===== src/vtr_pkg.sv =====
// Constants for the VLAN table read port: register indices, entry layout,
// command fields and reset values.
// Assumes a 32-bit APB slave whose register index times four is the byte address.
package vtr_pkg;

  // ----------------------------------------------------------------
  // Register indices and byte addresses
  // ----------------------------------------------------------------
  localparam logic [15:0] VTR_IDX_CMD    = 16'h180B;
  localparam logic [15:0] VTR_IDX_WDATA  = 16'h180D;
  localparam logic [15:0] VTR_IDX_RESULT = 16'h180E;
  localparam logic [15:0] VTR_IDX_STATUS = 16'h1810;
  localparam logic [15:0] VTR_IDX_CFG    = 16'h1812;
  localparam int          VTR_AW         = 16;
  localparam logic [VTR_AW-1:0] VTR_ADDR_CMD    = {VTR_IDX_CMD[13:0], 2'b00};
  localparam logic [VTR_AW-1:0] VTR_ADDR_WDATA  = {VTR_IDX_WDATA[13:0], 2'b00};
  localparam logic [VTR_AW-1:0] VTR_ADDR_RESULT = {VTR_IDX_RESULT[13:0], 2'b00};
  localparam logic [VTR_AW-1:0] VTR_ADDR_STATUS = {VTR_IDX_STATUS[13:0], 2'b00};
  localparam logic [VTR_AW-1:0] VTR_ADDR_CFG    = {VTR_IDX_CFG[13:0], 2'b00};

  // ----------------------------------------------------------------
  // Table entry layout
  // ----------------------------------------------------------------
  localparam int VTR_ENTRY_W    = 18;
  localparam int VTR_VID_LSB    = 0;
  localparam int VTR_VID_W      = 12;
  localparam int VTR_PRI_LSB    = 12;
  localparam int VTR_BPRI_LSB   = 15;
  localparam int VTR_PRI_W      = 3;
  localparam int VTR_UNTAG_LSB  = 12;
  localparam int VTR_MEMBER_LSB = 13;
  localparam int VTR_PORTS      = 3;
  localparam int VTR_ENTRIES    = 16;
  localparam int VTR_IDX_W      = 4;
  localparam logic [VTR_VID_W-1:0]   VTR_VID_NULL  = 12'h000;
  localparam logic [VTR_ENTRY_W-1:0] VTR_PVID_RST  = 18'h0_0001;
  localparam logic [VTR_ENTRY_W-1:0] VTR_ENTRY_RST = 18'h0_0000;

  // ----------------------------------------------------------------
  // Command and configuration fields
  // ----------------------------------------------------------------
  localparam int VTR_CMD_W       = 6;
  localparam int VTR_CMD_IDX_LSB = 0;
  localparam int VTR_CMD_SEL_BIT = 4;
  localparam int VTR_CMD_RD_BIT  = 5;
  localparam int VTR_CFG_W       = 7;
  localparam int VTR_CFG_DIS_BIT = 0;
  localparam int VTR_CFG_ADM_LSB = 1;
  localparam int VTR_CFG_HYB_LSB = 4;
  localparam int VTR_STS_PEND    = 0;

  typedef enum logic [1:0] {ST_IDLE, ST_ISSUE, ST_WAIT, ST_CAPT} vtr_state_t;

endpackage


===== src/vtr_mem_if.sv =====
// Link between the table controller and the VLAN table memory.
// Assumes both ends run on the same clock.
`timescale 1ns/10ps
interface vtr_mem_if;
  import vtr_pkg::*;
  logic                       sw_wr;
  logic                       sw_rd;
  logic [VTR_IDX_W-1:0]       sw_idx;
  logic [VTR_ENTRY_W-1:0]     sw_wdata;
  logic [VTR_ENTRY_W-1:0]     sw_rdata;
  logic [VTR_VID_W-1:0]       lk_vid;
  logic                       lk_hit;
  logic [VTR_ENTRY_W-1:0]     lk_entry;

  modport ctl (output sw_wr, sw_rd, sw_idx, sw_wdata, lk_vid,
               input  sw_rdata, lk_hit, lk_entry);
  modport mem (input  sw_wr, sw_rd, sw_idx, sw_wdata, lk_vid,
               output sw_rdata, lk_hit, lk_entry);
endinterface


===== src/vtr_vlan_mem.sv =====
// Sixteen-entry VLAN table with a software port and a VID match port.
// Assumes strobes are one-cycle pulses; both read results come from registers.
`timescale 1ns/10ps
module vtr_vlan_mem
  import vtr_pkg::*;
(
  // Clock and reset
  input  wire logic pclk,
  input  wire logic presetn,
  // Controller side
  vtr_mem_if.mem    mif
);

  typedef struct packed {
    logic [VTR_ENTRIES-1:0][VTR_ENTRY_W-1:0] ent;
    logic [VTR_ENTRY_W-1:0]                  rdata;
    logic                                    hit;
    logic [VTR_ENTRY_W-1:0]                  lk;
  } vtr_mem_st_t;

  vtr_mem_st_t st_r;
  vtr_mem_st_t st_nxt;
  logic [VTR_ENTRIES-1:0] match;

  // ----------------------------------------------------------------
  // Per-entry VID compare
  // ----------------------------------------------------------------
  // A null VID never matches, so disabled entries stay out of lookups
  for (genvar g = 0; g < VTR_ENTRIES; g++) begin : g_cmp
    assign match[g] = (st_r.ent[g][VTR_VID_LSB +: VTR_VID_W] == mif.lk_vid) &&
                      (mif.lk_vid != VTR_VID_NULL);
  end

  always_comb begin
    st_nxt     = st_r;
    st_nxt.hit = |match;
    st_nxt.lk  = VTR_ENTRY_RST;
    // Lowest matching entry wins when software left duplicates
    for (int i = VTR_ENTRIES - 1; i >= 0; i--) begin
      if (match[i]) begin
        st_nxt.lk = st_r.ent[i];
      end
    end
    if (mif.sw_rd) begin
      st_nxt.rdata = st_r.ent[mif.sw_idx];
    end
    if (mif.sw_wr) begin
      st_nxt.ent[mif.sw_idx] = mif.sw_wdata;
    end
  end

  always_ff @(posedge pclk or negedge presetn) begin
    if (!presetn) begin
      st_r <= '0;
    end else begin
      st_r <= st_nxt;
    end
  end

  assign mif.sw_rdata = st_r.rdata;
  assign mif.lk_hit   = st_r.hit;
  assign mif.lk_entry = st_r.lk;

endmodule


===== src/vtr_top.sv =====
// VLAN table read port: APB registers, table command engine and the
// per-frame VLAN classification that uses the tables.
// Assumes APB inputs and frame inputs are synchronous to pclk.
`timescale 1ns/10ps

// What this block does
// - Read-only result of last table read
// - Port default entry: VID in bits 11:0
// - Default priority in bits 14:12
// - Broadcast priority in bits 17:15
// - Untagged or null-VID frames take default VID
// - VLAN disable forces default VID everywhere
// - Default priority when no other source
// - Reset defaults: VID 1, priorities 0
// - VLAN entry: member, untag per port, VID
// - Member port accepts and joins broadcast
// - Non-member drops unless admit set
// - Untag plus hybrid port strips tag
// - Pending bit set during table operation
module vtr_top
  import vtr_pkg::*;
(
  // Clock and reset
  input  wire logic                   pclk,
  input  wire logic                   presetn,
  // APB slave
  input  wire logic                   psel,
  input  wire logic                   penable,
  input  wire logic                   pwrite,
  input  wire logic [VTR_AW-1:0]      paddr,
  input  wire logic [31:0]            pwdata,
  output logic                        pready,
  output logic [31:0]                 prdata,
  output logic                        pslverr,
  // Received frame header
  input  wire logic                   fr_valid,
  input  wire logic [1:0]             fr_port,
  input  wire logic                   fr_tagged,
  input  wire logic [VTR_VID_W-1:0]   fr_vid,
  input  wire logic                   fr_bcast,
  input  wire logic                   fr_pri_valid,
  input  wire logic [VTR_PRI_W-1:0]   fr_pri,
  // Classification result
  output logic                        cls_valid,
  output logic [1:0]                  cls_port,
  output logic [VTR_VID_W-1:0]        cls_vid,
  output logic [VTR_PRI_W-1:0]        cls_pri,
  output logic                        cls_accept,
  output logic [VTR_PORTS-1:0]        cls_egress_mask,
  output logic [VTR_PORTS-1:0]        cls_untag_mask
);

  typedef struct packed {
    logic                   v;
    logic [1:0]             port;
    logic [VTR_VID_W-1:0]   vid;
    logic [VTR_PRI_W-1:0]   pri;
  } vtr_stage_t;

  typedef struct packed {
    vtr_state_t                            state;
    logic                                  pending;
    logic [VTR_CMD_W-1:0]                  cmd;
    logic [VTR_ENTRY_W-1:0]                wdata;
    logic [VTR_ENTRY_W-1:0]                result;
    logic [VTR_PORTS-1:0][VTR_ENTRY_W-1:0] pvid;
    logic [VTR_CFG_W-1:0]                  cfg;
    logic                                  mem_wr;
    logic                                  mem_rd;
    logic                                  pready;
    logic                                  pslverr;
    logic [31:0]                           prdata;
    vtr_stage_t                            s1;
    vtr_stage_t                            s2;
    logic                                  c_valid;
    logic [1:0]                            c_port;
    logic [VTR_VID_W-1:0]                  c_vid;
    logic [VTR_PRI_W-1:0]                  c_pri;
    logic                                  c_accept;
    logic [VTR_PORTS-1:0]                  c_egress;
    logic [VTR_PORTS-1:0]                  c_untag;
  } vtr_st_t;

  vtr_st_t   st_r;
  vtr_st_t   st_nxt;
  vtr_mem_if mif ();

  logic                  setup_ph;
  logic                  access_done;
  logic                  mapped;
  logic [1:0]            in_port;
  logic [VTR_ENTRY_W-1:0] in_def;
  logic [VTR_IDX_W-1:0]  cmd_idx;
  logic                  cmd_idx_ok;

  // ----------------------------------------------------------------
  // Table memory
  // ----------------------------------------------------------------
  vtr_vlan_mem u_mem (
    .pclk    (pclk),
    .presetn (presetn),
    .mif     (mif.mem)
  );

  assign mif.sw_wr    = st_r.mem_wr;
  assign mif.sw_rd    = st_r.mem_rd;
  assign mif.sw_idx   = st_r.cmd[VTR_CMD_IDX_LSB +: VTR_IDX_W];
  assign mif.sw_wdata = st_r.wdata;
  assign mif.lk_vid   = st_r.s1.vid;

  // ----------------------------------------------------------------
  // Decode helpers
  // ----------------------------------------------------------------
  assign setup_ph    = psel && !penable && !st_r.pready;
  assign access_done = psel && penable && st_r.pready;
  assign mapped      = (paddr == VTR_ADDR_CMD) || (paddr == VTR_ADDR_WDATA) ||
                       (paddr == VTR_ADDR_RESULT) || (paddr == VTR_ADDR_STATUS) ||
                       (paddr == VTR_ADDR_CFG);
  // Port 3 does not exist; its default entry reads as port 0
  assign in_port     = (fr_port < 2'(VTR_PORTS)) ? fr_port : 2'b00;
  assign in_def      = st_r.pvid[in_port];
  assign cmd_idx     = st_r.cmd[VTR_CMD_IDX_LSB +: VTR_IDX_W];
  assign cmd_idx_ok  = cmd_idx < VTR_IDX_W'(VTR_PORTS);

  always_comb begin
    st_nxt         = st_r;
    st_nxt.mem_wr  = 1'b0;
    st_nxt.mem_rd  = 1'b0;
    st_nxt.pready  = 1'b0;

    // --------------------------------------------------------------
    // APB: answer prepared in setup, zero wait states in access
    // --------------------------------------------------------------
    if (setup_ph) begin
      st_nxt.pready  = 1'b1;
      st_nxt.pslverr = !mapped;
      st_nxt.prdata  = '0;
      if (!pwrite) begin
        case (paddr)
          VTR_ADDR_CMD:    st_nxt.prdata = 32'(st_r.cmd);
          VTR_ADDR_WDATA:  st_nxt.prdata = 32'(st_r.wdata);
          VTR_ADDR_RESULT: st_nxt.prdata = 32'(st_r.result);
          VTR_ADDR_STATUS: st_nxt.prdata = 32'(st_r.pending);
          VTR_ADDR_CFG:    st_nxt.prdata = 32'(st_r.cfg);
          default:         st_nxt.prdata = '0;
        endcase
      end
    end

    // Writes to the result and status words are dropped on purpose
    if (access_done && pwrite && !st_r.pslverr) begin
      case (paddr)
        VTR_ADDR_WDATA: st_nxt.wdata = pwdata[VTR_ENTRY_W-1:0];
        VTR_ADDR_CFG:   st_nxt.cfg   = pwdata[VTR_CFG_W-1:0];
        VTR_ADDR_CMD: begin
          // A command issued while one is pending is ignored
          if (!st_r.pending) begin
            st_nxt.cmd     = pwdata[VTR_CMD_W-1:0];
            st_nxt.pending = 1'b1;
            st_nxt.state   = ST_ISSUE;
          end
        end
        default: ;
      endcase
    end

    // --------------------------------------------------------------
    // Table command engine
    // --------------------------------------------------------------
    case (st_r.state)
      ST_IDLE: ;
      ST_ISSUE: begin
        if (st_r.cmd[VTR_CMD_RD_BIT]) begin
          if (st_r.cmd[VTR_CMD_SEL_BIT]) begin
            // Port default entry: VID, priority, broadcast priority
            st_nxt.result  = cmd_idx_ok ? st_r.pvid[cmd_idx[1:0]]
                                        : VTR_ENTRY_RST;
            st_nxt.pending = 1'b0;
            st_nxt.state   = ST_IDLE;
          end else begin
            st_nxt.mem_rd  = 1'b1;
            st_nxt.state   = ST_WAIT;
          end
        end else begin
          if (st_r.cmd[VTR_CMD_SEL_BIT]) begin
            if (cmd_idx_ok) begin
              st_nxt.pvid[cmd_idx[1:0]] = st_r.wdata;
            end
          end else begin
            st_nxt.mem_wr = 1'b1;
          end
          st_nxt.pending = 1'b0;
          st_nxt.state   = ST_IDLE;
        end
      end
      ST_WAIT: st_nxt.state = ST_CAPT;
      ST_CAPT: begin
        st_nxt.result  = mif.sw_rdata;
        st_nxt.pending = 1'b0;
        st_nxt.state   = ST_IDLE;
      end
      default: st_nxt.state = ST_IDLE;
    endcase

    // --------------------------------------------------------------
    // Frame stage 1: resolve VID and priority
    // --------------------------------------------------------------
    st_nxt.s1.v    = fr_valid && (fr_port < 2'(VTR_PORTS));
    st_nxt.s1.port = in_port;
    if (st_r.cfg[VTR_CFG_DIS_BIT] || !fr_tagged || fr_vid == VTR_VID_NULL) begin
      st_nxt.s1.vid = in_def[VTR_VID_LSB +: VTR_VID_W];
    end else begin
      st_nxt.s1.vid = fr_vid;
    end
    if (fr_bcast) begin
      st_nxt.s1.pri = in_def[VTR_BPRI_LSB +: VTR_PRI_W];
    end else if (fr_pri_valid) begin
      st_nxt.s1.pri = fr_pri;
    end else begin
      st_nxt.s1.pri = in_def[VTR_PRI_LSB +: VTR_PRI_W];
    end

    // Stage 2 waits one cycle for the table match
    st_nxt.s2 = st_r.s1;

    // --------------------------------------------------------------
    // Frame stage 3: membership and tag removal
    // --------------------------------------------------------------
    st_nxt.c_valid  = st_r.s2.v;
    st_nxt.c_port   = st_r.s2.port;
    st_nxt.c_vid    = st_r.s2.vid;
    st_nxt.c_pri    = st_r.s2.pri;
    for (int p = 0; p < VTR_PORTS; p++) begin
      st_nxt.c_egress[p] = mif.lk_hit && mif.lk_entry[VTR_MEMBER_LSB + 2*p];
      st_nxt.c_untag[p]  = mif.lk_hit && mif.lk_entry[VTR_UNTAG_LSB + 2*p] &&
                           st_r.cfg[VTR_CFG_HYB_LSB + p];
    end
    st_nxt.c_accept = st_nxt.c_egress[st_r.s2.port] ||
                      st_r.cfg[VTR_CFG_ADM_LSB + 32'(st_r.s2.port)];
  end

  always_ff @(posedge pclk or negedge presetn) begin
    if (!presetn) begin
      st_r          <= '0;
      st_r.state    <= ST_IDLE;
      st_r.pvid     <= {VTR_PORTS{VTR_PVID_RST}};
    end else begin
      st_r <= st_nxt;
    end
  end

  // ----------------------------------------------------------------
  // Outputs
  // ----------------------------------------------------------------
  assign pready          = st_r.pready;
  assign prdata          = st_r.prdata;
  assign pslverr         = st_r.pslverr;
  assign cls_valid       = st_r.c_valid;
  assign cls_port        = st_r.c_port;
  assign cls_vid         = st_r.c_vid;
  assign cls_pri         = st_r.c_pri;
  assign cls_accept      = st_r.c_accept;
  assign cls_egress_mask = st_r.c_egress;
  assign cls_untag_mask  = st_r.c_untag;

  logic [VTR_ENTRY_W-1:0] chk_pvid_sel;
  assign chk_pvid_sel = cmd_idx_ok ? st_r.pvid[cmd_idx[1:0]] : VTR_ENTRY_RST;

  // Admit bit picked by the result's own port, not by the port of the cycle before
  logic [VTR_CFG_W-1:0]   chk_adm_mask;
  assign chk_adm_mask = VTR_CFG_W'(1) << (VTR_CFG_ADM_LSB + 32'(cls_port));
endmodule


===== config.mk =====
export PLATFORM = sky130hd
export DESIGN_NAME = vtr_top
export DESIGN_NICKNAME = d
export VERILOG_FILES = /design/src/vtr_pkg.sv /design/src/vtr_mem_if.sv /design/src/vtr_vlan_mem.sv /design/src/vtr_top.sv
export SDC_FILE = /design/constraint.sdc
export NUM_CORES = 1
export LEC_CHECK = 0
export BUFFER_PORTS_ARGS = -buffer_cell sky130_fd_sc_hd__buf_4
export CAP_MARGIN = 10
export CORE_ASPECT_RATIO = 0.6
export CORE_MARGIN = 2
export CORE_UTILIZATION = 62
export CTS_CLUSTER_SIZE = 16
export DETAILED_ROUTE_END_ITERATION = 8
export PLACE_DENSITY_LB_ADDON = 0.15
export SETUP_SLACK_MARGIN = 0.05
export SLEW_MARGIN = 5
export SYNTH_ARGS = -nofsm -noshare
export SYNTH_HDL_FRONTEND = slang
export SYNTH_SLANG_ARGS = --single-unit
export TNS_END_PERCENT = 20

===== constraint.sdc =====
create_clock -name pclk -period 2.7 [get_ports pclk]
set_input_delay 0.135 -clock pclk [delete_from_list [all_inputs] [get_ports pclk]]
set_output_delay 0.135 -clock pclk [all_outputs]
set_load 0.03 [all_outputs]

Word-level counts from Yosys, hierarchy flattened
Cells that the tools add are included.
{"block": "classes", "mux": 56, "bitwise_logic": 2, "n_addsub": 1, "n_reduce_logical": 58, "n_lt_le_gt_ge": 9, "eq_ne": 27}
{"operator": "two-way mux 18 bit", "n": 26}
{"operator": "bitwise mux 288 bit", "n": 1}
{"operator": "== test 12 bit", "n": 16}
{"operator": "case mux 18 bit (5 select lines)", "n": 1}
{"operator": "== test 16 x 15 -> 1 bit (second input constant)", "n": 5}
{"operator": "binary-select mux 18 bit (select 2 bit)", "n": 2}
{"operator": "binary-select mux 18 bit (select 4 bit)", "n": 1}
{"operator": "demux 18 bit (select 4 bit)", "n": 1}
{"operator": "bitwise mux 54 bit", "n": 1}
{"operator": "demux 18 bit (select 2 bit)", "n": 1}
{"operator": "case mux 18 bit (2 select lines)", "n": 1}
{"operator": "logical AND 1 bit", "n": 34}
{"operator": "two-way mux 34 bit", "n": 1}
{"operator": "two-way mux 27 bit", "n": 1}
{"operator": "two-way mux 9 bit", "n": 2}
{"operator": "OR reduction 16 bit", "n": 1}
{"operator": "zero test 12 bit", "n": 1}
{"operator": "two-way mux 12 bit", "n": 1}
{"operator": "nonzero test 12 bit", "n": 1}
{"operator": "less-than comparator 2 x 3 -> 1 bit (second input constant)", "n": 3}
{"operator": "two-way mux 3 bit", "n": 3}
{"operator": "AND reduction 3 bit", "n": 3}
{"operator": "nonzero test 4 bit", "n": 2}
{"operator": "logical OR 1 bit", "n": 7}
{"operator": "other kinds (22)", "n": 37}
{"block": "totals", "regBits": 528, "wordCells": 201, "out_inout_bits": 59}

Depth between registers and ports, before layout
Gate-level depths: netlist of run 1.
{"block": "logic_depth", "depth_word": 18, "mapped_depth": 11, "depth_no_buf": 8}

Hierarchy
From an unflattened synthesis of run 1, not the netlist that was laid out.
{"block": "hier_totals", "hier_cells": 2278, "hier_area_um2": 28080.7}
{"mod": "vtr_vlan_mem", "area_per_inst_um2": 19667.6, "cells_per_inst": 1574, "n_inst": 1}
{"mod": "vtr_top", "area_per_inst_um2": 8413.1, "cells_per_inst": 704, "n_inst": 1}

Worst setup path after synthesis of run 1
No wires, ideal clock.
{"block": "synth_timing", "path_kind": "register to register", "start": "reg st_r, in the netlist mif.lk_vid[4]", "end": "reg u_mem.st_r, in the netlist u_mem.mif.lk_entry[14]", "path_stages_with_launch": 12, "slack_ns": 0.439, "setup_ns": 0.129, "arrival_ns": 2.131, "cell_sequence": "dfrtp_1 buf_4 nor4_4 and3_1 buf_6 nor4_2 and2_1 buf_4 a221oi_2 o311ai_2 a211oi_1 o41ai_1"}
{"item": "start: declaration", "line": "vtr_top.sv:84", "text": "vtr_st_t st_r;"}
{"item": "start signal: assignment", "line": "vtr_top.sv:248", "text": "st_r <= st_nxt;"}
{"item": "end signal: assignment", "line": "vtr_vlan_mem.sv:56", "text": "st_r <= st_nxt;"}
{"item": "end: declaration", "line": "vtr_vlan_mem.sv:21", "text": "vtr_mem_st_t st_r;"}

==> results of run 1 <==
[per-stage QoR]
step | setup TNS [ns] | hold slack, ns | instance area [um2] | std cells | worst slack (ns)
floorplan | 0 | -0.161 | 25400 | 1983 | 0.439
global placement | -0.163 | 0.0712 | 27300 | 2575 | -0.0619
detailed placement | -0.291 | 0.0724 | 27300 | 2575 | -0.0907
CTS | 0 | 0.0284 | 29300 | 2703 | 0.0296
global route | -0.371 | 0.0451 | 29800 | 2730 | -0.103
finish | -0.0301 | 0.0514 | 29800 | 2730 | -0.0241
[power breakdown]
part / switching [uW] / total (uW) / internal, uW
sequential: 55.8 / 7650 / 7600
combinational: 791 / 1320 / 534
clock: 2970 / 6740 / 3770
[layout make-up]
type	count	area, um2
Clock inverter	18	190
Sequential cell	502	12600
Antenna cell	1	2.50
Inverter	29	109
Fill cell	2634	10600
Tap cell	531	664
Clock buffer	66	1350
Timing Repair Buffer	336	3010
Multi-Input combinational cell	1247	11900
[path summary, 6_finish.rpt]
kind	slack (ns)	depth (start not counted)	end
max	-0.02	14	u_mem.mif.lk_entry[13]
min	0.05	5	mif.lk_vid[6]
max reg2reg	-0.02	14	u_mem.mif.lk_entry[13]
min reg2reg	0.35	0	cls_vid[9]
max in group asynchronous	1.76	3	st_nxt[27]
min in group asynchronous	0.07	2	cls_vid[3]
[cells by family after synthesis]
| kind of cell | Yosys count | synth area share |
|---|---|---|
| compound gates | 241 | 0.0621 |
| xor+xnor | 193 | 0.0666 |
| fa+ha+maj | 5 | 0.00247 |
| buf+inv | 234 | 0.0494 |
| flops | 502 | 0.495 |
| mux | 498 | 0.260 |
| other cells | 1 | 0.000148 |
| simple gates | 296 | 0.0639 |
[routing by layer]
layer,vias up,wire (um)
li1,7458,-
met1,9382,32100
met2,997,31600
met3,122,9390
met4,2,1680
met5,-,11
[layout by cell type, fill, tap and decap left out, types with 12 or more instances in the layout]
cell type / Yosys / routed
a21oi_1: 14 / 12
mux4_2: 91 / 91
dfrtp_1: 499 / 491
buf_12: 0 / 27
nor2_1: 50 / 38
inv_1: 28 / 28
nand4_1: 28 / 28
a22oi_1: 31 / 31
clkbuf_16: 0 / 46
clkbuf_8: 0 / 12
a221oi_1: 15 / 13
mux2_2: 375 / 375
nand2_1: 103 / 101
conb_1: 1 / 14
mux2i_1: 21 / 21
o31ai_1: 16 / 15
xor2_1: 120 / 118
buf_4: 78 / 258
dlygate4sd3_1: 0 / 42
o22ai_1: 22 / 22
nor4_1: 33 / 26
o21ai_0: 92 / 85
xnor2_1: 73 / 69
[what timing repair did]
item                       4_1_cts  5_1_grt
hold endpoints to repair       548        0
gates resized for setup         16       60
setup endpoints to repair        6        7
hold buffers                    42        0
pin swaps                        8       29
setup buffers                    2       26
[flip-flops by register name, indices dropped and copies added (netlist names), 4 cells and up, named ones only]
signal              count
st_nxt                 24
mif.sw_wdata           18
mif.lk_vid             12
prdata                 18
cmd_idx                 4
u_mem.st_r            288
st_r                   83
cls_vid                12
u_mem.mif.lk_entry      6
u_mem.mif.sw_rdata     18
[critical path, cell delays in order, from the launching register on]
cell,delay (ns)
dfrtp_1,0.40
buf_12,0.16
buf_12,0.14
buf_8,0.13
xor2_4,0.16
nor4_2,0.25
buf_4,0.18
nand4_1,0.22
buf_6,0.22
buf_6,0.11
o21ai_2,0.10
o21a_1,0.14
o21bai_1,0.10
a31oi_2,0.22
o21ai_1,0.08
==> impl_metrics.csv, run 1 <==
group,metric,value,unit
placement,hpwlAfterDp,53400,um
routing,drc,0,
yosys,yosysMostFrequentCell,"dfrtp_1",
timing,final_hold_viol_count,0,
timing,worst_slack,-0.0241,ns
timing,tightest_slew,0.987,ns
grt,grt_pass1_vias,17879,
yosys,synth_cell_type_count,70,
yosys,synth.largest_area_cell,"dfrtp_1",
power,vdd_drop_max,0.746,mV
worst_setup_path,cp-start-kind,"flip-flop",
worst_setup_path,crit_start,"mif.lk_vid[6]",
power,finalPower,15700,uW
routing,wire_per_inst,27.4,um
grt,grt_use_met1,0.539,
worst_setup_path,r2r-start,"mif.lk_vid[6]",
clocking,cts_buffer_depth,3,
yosys,yosys-top-cells-area,"dfrtp_1, mux2_2, mux4_2, xor2_1, xnor2_1",
yosys,netlist_top_cells_count,"dfrtp_1, mux2_2, xor2_1, nand2_1, o21ai_0",
power,power_density,527,mW/mm2
cells_and_area,fin_nets,2241,
yosys,netlist.area_leader.share,0.492,
timing,fin_crit,2.72,ns
power,leakagePower,0.0142,uW
timing,setup_violations,3,
yosys,yosys_warnings,0,
grt,grt_usage,0.355,
worst_setup_path,cp.arrival,3.20,ns
yosys,synthArstFlopShare,1.00,
floorplan,ioPinCount,133,
worst_setup_path,crit_fanout,8,
routing,drt-initial-drc-count,1904,
yosys,synthesis.area,0.0254,mm2
clocking,htree_levels,2,
floorplan,row_count,57,
timing,drv_slew,0,
yosys,postSynthCellCount,1970,
timing,relSlewSlack,0.342,
routing,routed_wl,74800,um
yosys,syn_avg_cell_area,12.9,um2
cells_and_area,area_delta_synth_final,17.4,%
grt,grt_use_met2,0.491,
routing,dr.pass1.iters,7,
floorplan,die_w,265,um
yosys,synth_edf_count,0,
grt,met3_usage,0.122,
floorplan,start_util,0.628,
clocking,cts_buffers,46,
timing,finClkSkew,0.0311,ns
timing,rsz0062_at_grt,"true",
clocking,cts.sinks,502,
placement,globalplace.congestion,0.986,
cells_and_area,fin_util,0.737,
worst_setup_path,worstSetupPathType,"reg -> reg",
timing,timing.fmax,367,MHz
run,maxCapViolations,0,
cells_and_area,drive_gt1_frac,0.418,
grt,grt_max_degree,93,
routing,route.antenna.remaining_nets,0,
worst_setup_path,crit_path_end_kind,"flip-flop",
floorplan,die_y,161,um
routing,vias_per_cell,6.58,
worst_setup_path,crit_required,3.17,ns
yosys,yosysSeqAreaShare,0.495,
clocking,path_clk_slew,0.07,ns
routing,num_vias,17961,
grt,top_usage_layer,"met1",
grt,antenna_found_initial,3,
outcome,violations,"setup timing",
floorplan,core_area,0.0404,mm2
timing,final.period_utilization,1.01,
clocking,clock_latency,0.59,ns
yosys,synth.ff_latch_count,502,
clocking,cts-root-buf,"clkbuf_16",
grt,grt_pass1_wl,112000,um
min_path,min-delay-start,"fr_tagged",
clocking,tritoncts,"yes",
min_path,hold_class,"in -> reg",
placement,port_buffers,104,
yosys,ys.flop_type,"dfrtp_1",
outcome,outcome,"finished, violations left",
grt,gr-total-overflow,0,
floorplan,die_area,0.0426,mm2
Note: power is estimated with default switching activity, not from simulation.
==> run 2: changes to the inputs <==
- PLACE_DENSITY: default -> 0.82
- PLACE_DENSITY_LB_ADDON: 0.15 -> default
==> run 2 against run 1 <==
  * The run still ends with setup timing left
  * Hold slack worse by 0.0088 ns
  * Clock skew is 0.0082 ns lower
  * Via count up 2.6%
  * First-iteration DRC count is 29% higher
  * Critical path type unchanged
  * Largest cell class unchanged
==> impl_metrics.csv, run 2 (synthesis results as in run 1) <==
group,metric,value,unit
cells_and_area,top_register,"u_mem.st_r",
timing,timing.fmax,351,MHz
outcome,outcome,"finished, violations left",
grt,grt_pass1_vias,18349,
routing,route.antenna.remaining_nets,0,
grt,antenna_found_initial,5,
cells_and_area,multi_input_area,0.0119,mm2
timing,rsz0062_at_grt,"true",
routing,wire_per_inst,28.2,um
placement,dpl-instance-area,0.0271,mm2
power,leakagePower,0.0140,uW
worst_setup_path,rr_worst_depth,9,
worst_setup_path,worstSetupPathType,"reg -> reg",
power,power_density,533,mW/mm2
placement,port_buffers,104,
routing,drt-initial-drc-count,2447,
routing,dr.pass1.iters,5,
clocking,cts_buffers,45,
clocking,clock_latency,0.59,ns
cells_and_area,area_delta_synth_final,16.2,%
routing,routed_wl,76100,um
floorplan,core_area,0.0404,mm2
min_path,min_path_cells,4,
clocking,htree_levels,2,
floorplan,row_count,57,
floorplan,die_area,0.0426,mm2
floorplan,die_y,161,um
worst_setup_path,crit_required,3.18,ns
power,vdd_drop_max,0.609,mV
min_path,hold-path-endpoint,"st_nxt[27]",
timing,final_hold_viol_count,0,
min_path,min-delay-start,"fr_port[1]",
cells_and_area,layout_commonest_cell,"dfrtp_1",
routing,num_vias,18423,
worst_setup_path,crit_start,"mif.lk_vid[8]",
clocking,tritoncts,"yes",
timing,drv_slew,0,
cells_and_area,drive_gt1_frac,0.408,
timing,setup_violations,1,
cells_and_area,fin_nets,2207,
cells_and_area,largest_reg_flops,288,
floorplan,start_util,0.628,
timing,setup-tns-final,-0.152,ns
placement,globalplace.congestion,0.953,
grt,grt_max_degree,91,
cells_and_area,final_cell_mix,"dfrtp_1, mux2_2, buf_4",
power,finalPower,15700,uW
worst_setup_path,cp-start-kind,"flip-flop",
timing,relSlewSlack,0.156,
cells_and_area,fillCellCount,2430,
clocking,cts.sinks,502,
worst_setup_path,r2r_slack,-0.15,ns
worst_setup_path,r2r_end,"u_mem.mif.lk_entry[14]",
outcome,violations,"setup timing",
placement,hpwlAfterDp,51900,um
clocking,cts-root-buf,"clkbuf_16",
routing,drc,0,
routing,vias_per_cell,6.83,
worst_setup_path,cp.arrival,3.33,ns
min_path,hold_class,"in -> reg",
worst_setup_path,crit_path_end_kind,"flip-flop",
grt,grt_usage,0.358,
cells_and_area,seq_area,0.0126,mm2
clocking,cts_buffer_depth,3,
timing,fin_crit,2.85,ns
floorplan,ioPinCount,133,
floorplan,die_w,265,um
grt,grt_pass1_wl,114000,um
clocking,path_clk_slew,0.07,ns
timing,worst_slack,-0.152,ns
timing,finClkSkew,0.0229,ns
timing,final.period_utilization,1.06,
worst_setup_path,r2r-start,"mif.lk_vid[8]",
worst_setup_path,crit_fanout,6,
grt,gr-total-overflow,0,
cells_and_area,fin_area,0.0295,mm2
run,maxCapViolations,0,
timing,tightest_slew,1.27,ns
[run 2: cell count changes in the layout (fill, tap and decap cells not counted), sizes merged]
cell,delta
buf,-32
bufinv,+2
clkbuf,-4
clkinv,+1
clkinvlp,+1
diode,+2
dlygate4sd3,-2
inv,-1
[run 2: worst max path at each step]
stage | endpoint | cells after the start
floorplan | u_mem.mif.lk_entry[14] | 11
global placement | u_mem.mif.lk_entry[12] | 10
detailed placement | u_mem.mif.lk_entry[15] | 10
CTS | u_mem.mif.lk_entry[12] | 10
global route | u_mem.mif.lk_entry[14] | 9
finish | u_mem.mif.lk_entry[14] | 9
[run 2: area by class of cell]
type                    count  area share
diodes                      3    0.000255
clock buffers              61      0.0436
clock inverters            21     0.00912
inverters                  29     0.00382
multi-input cells        1247       0.402
flip-flops and latches    502       0.427
well taps                 531      0.0225
repair buffers            303      0.0921
[run 2: what timing repair did]
action | 4_1_cts | 5_1_grt
setup endpoints to repair | 6 | 7
buffers inserted | 3 | 18
endpoints found under the hold margin | 138 | 0
resized for setup | 19 | 56
pin swaps | 8 | 31
cloned | 0 | 1
hold buffers | 40 | 0
[run 2: stage by stage]
step | util | setup slack (ns) | hold WS [ns] | cells
after CTS | 0.719 | 0.0348 | 0.0274 | 2675
after detailed placement | 0.669 | -0.142 | 0.149 | 2550
after global placement | 0.669 | -0.0680 | 0.141 | 2550
after floorplan | - | 0.439 | -0.161 | 1983
after global routing | 0.729 | -0.132 | 0.0667 | 2694
final | 0.729 | -0.152 | 0.0426 | 2697
[run 2: layer usage]
| layer | wire length, um | share of wire | vias to the layer above | track usage |
|---|---|---|---|---|
| li1 | - | - | 7400 | - |
| met2 | 32300 | 0.42 | 1341 | 0.501 |
| met1 | 30200 | 0.40 | 9483 | 0.527 |
| met5 | 66 | 0.00087 | - | 0 |
| met3 | 11000 | 0.14 | 191 | 0.122 |
| met4 | 2470 | 0.032 | 8 | 0.117 |
[run 2: critical path, stage by stage (launching register included)]
cell and delay [ns]:
dfrtp_2 0.49, buf_4 0.16, xor2_1 0.14, nor4_1 0.55
and4_4 0.38, or2_4 0.14, a221oi_2 0.04, o311ai_2 0.37
a211oi_2 0.13, o41ai_1 0.35
[run 2: power breakdown]
group          switching [uW]  total [uW]  internal (uW)
logic                     723        1200            478
clock network            3000        6850           3850
registers                68.6        7660           7600
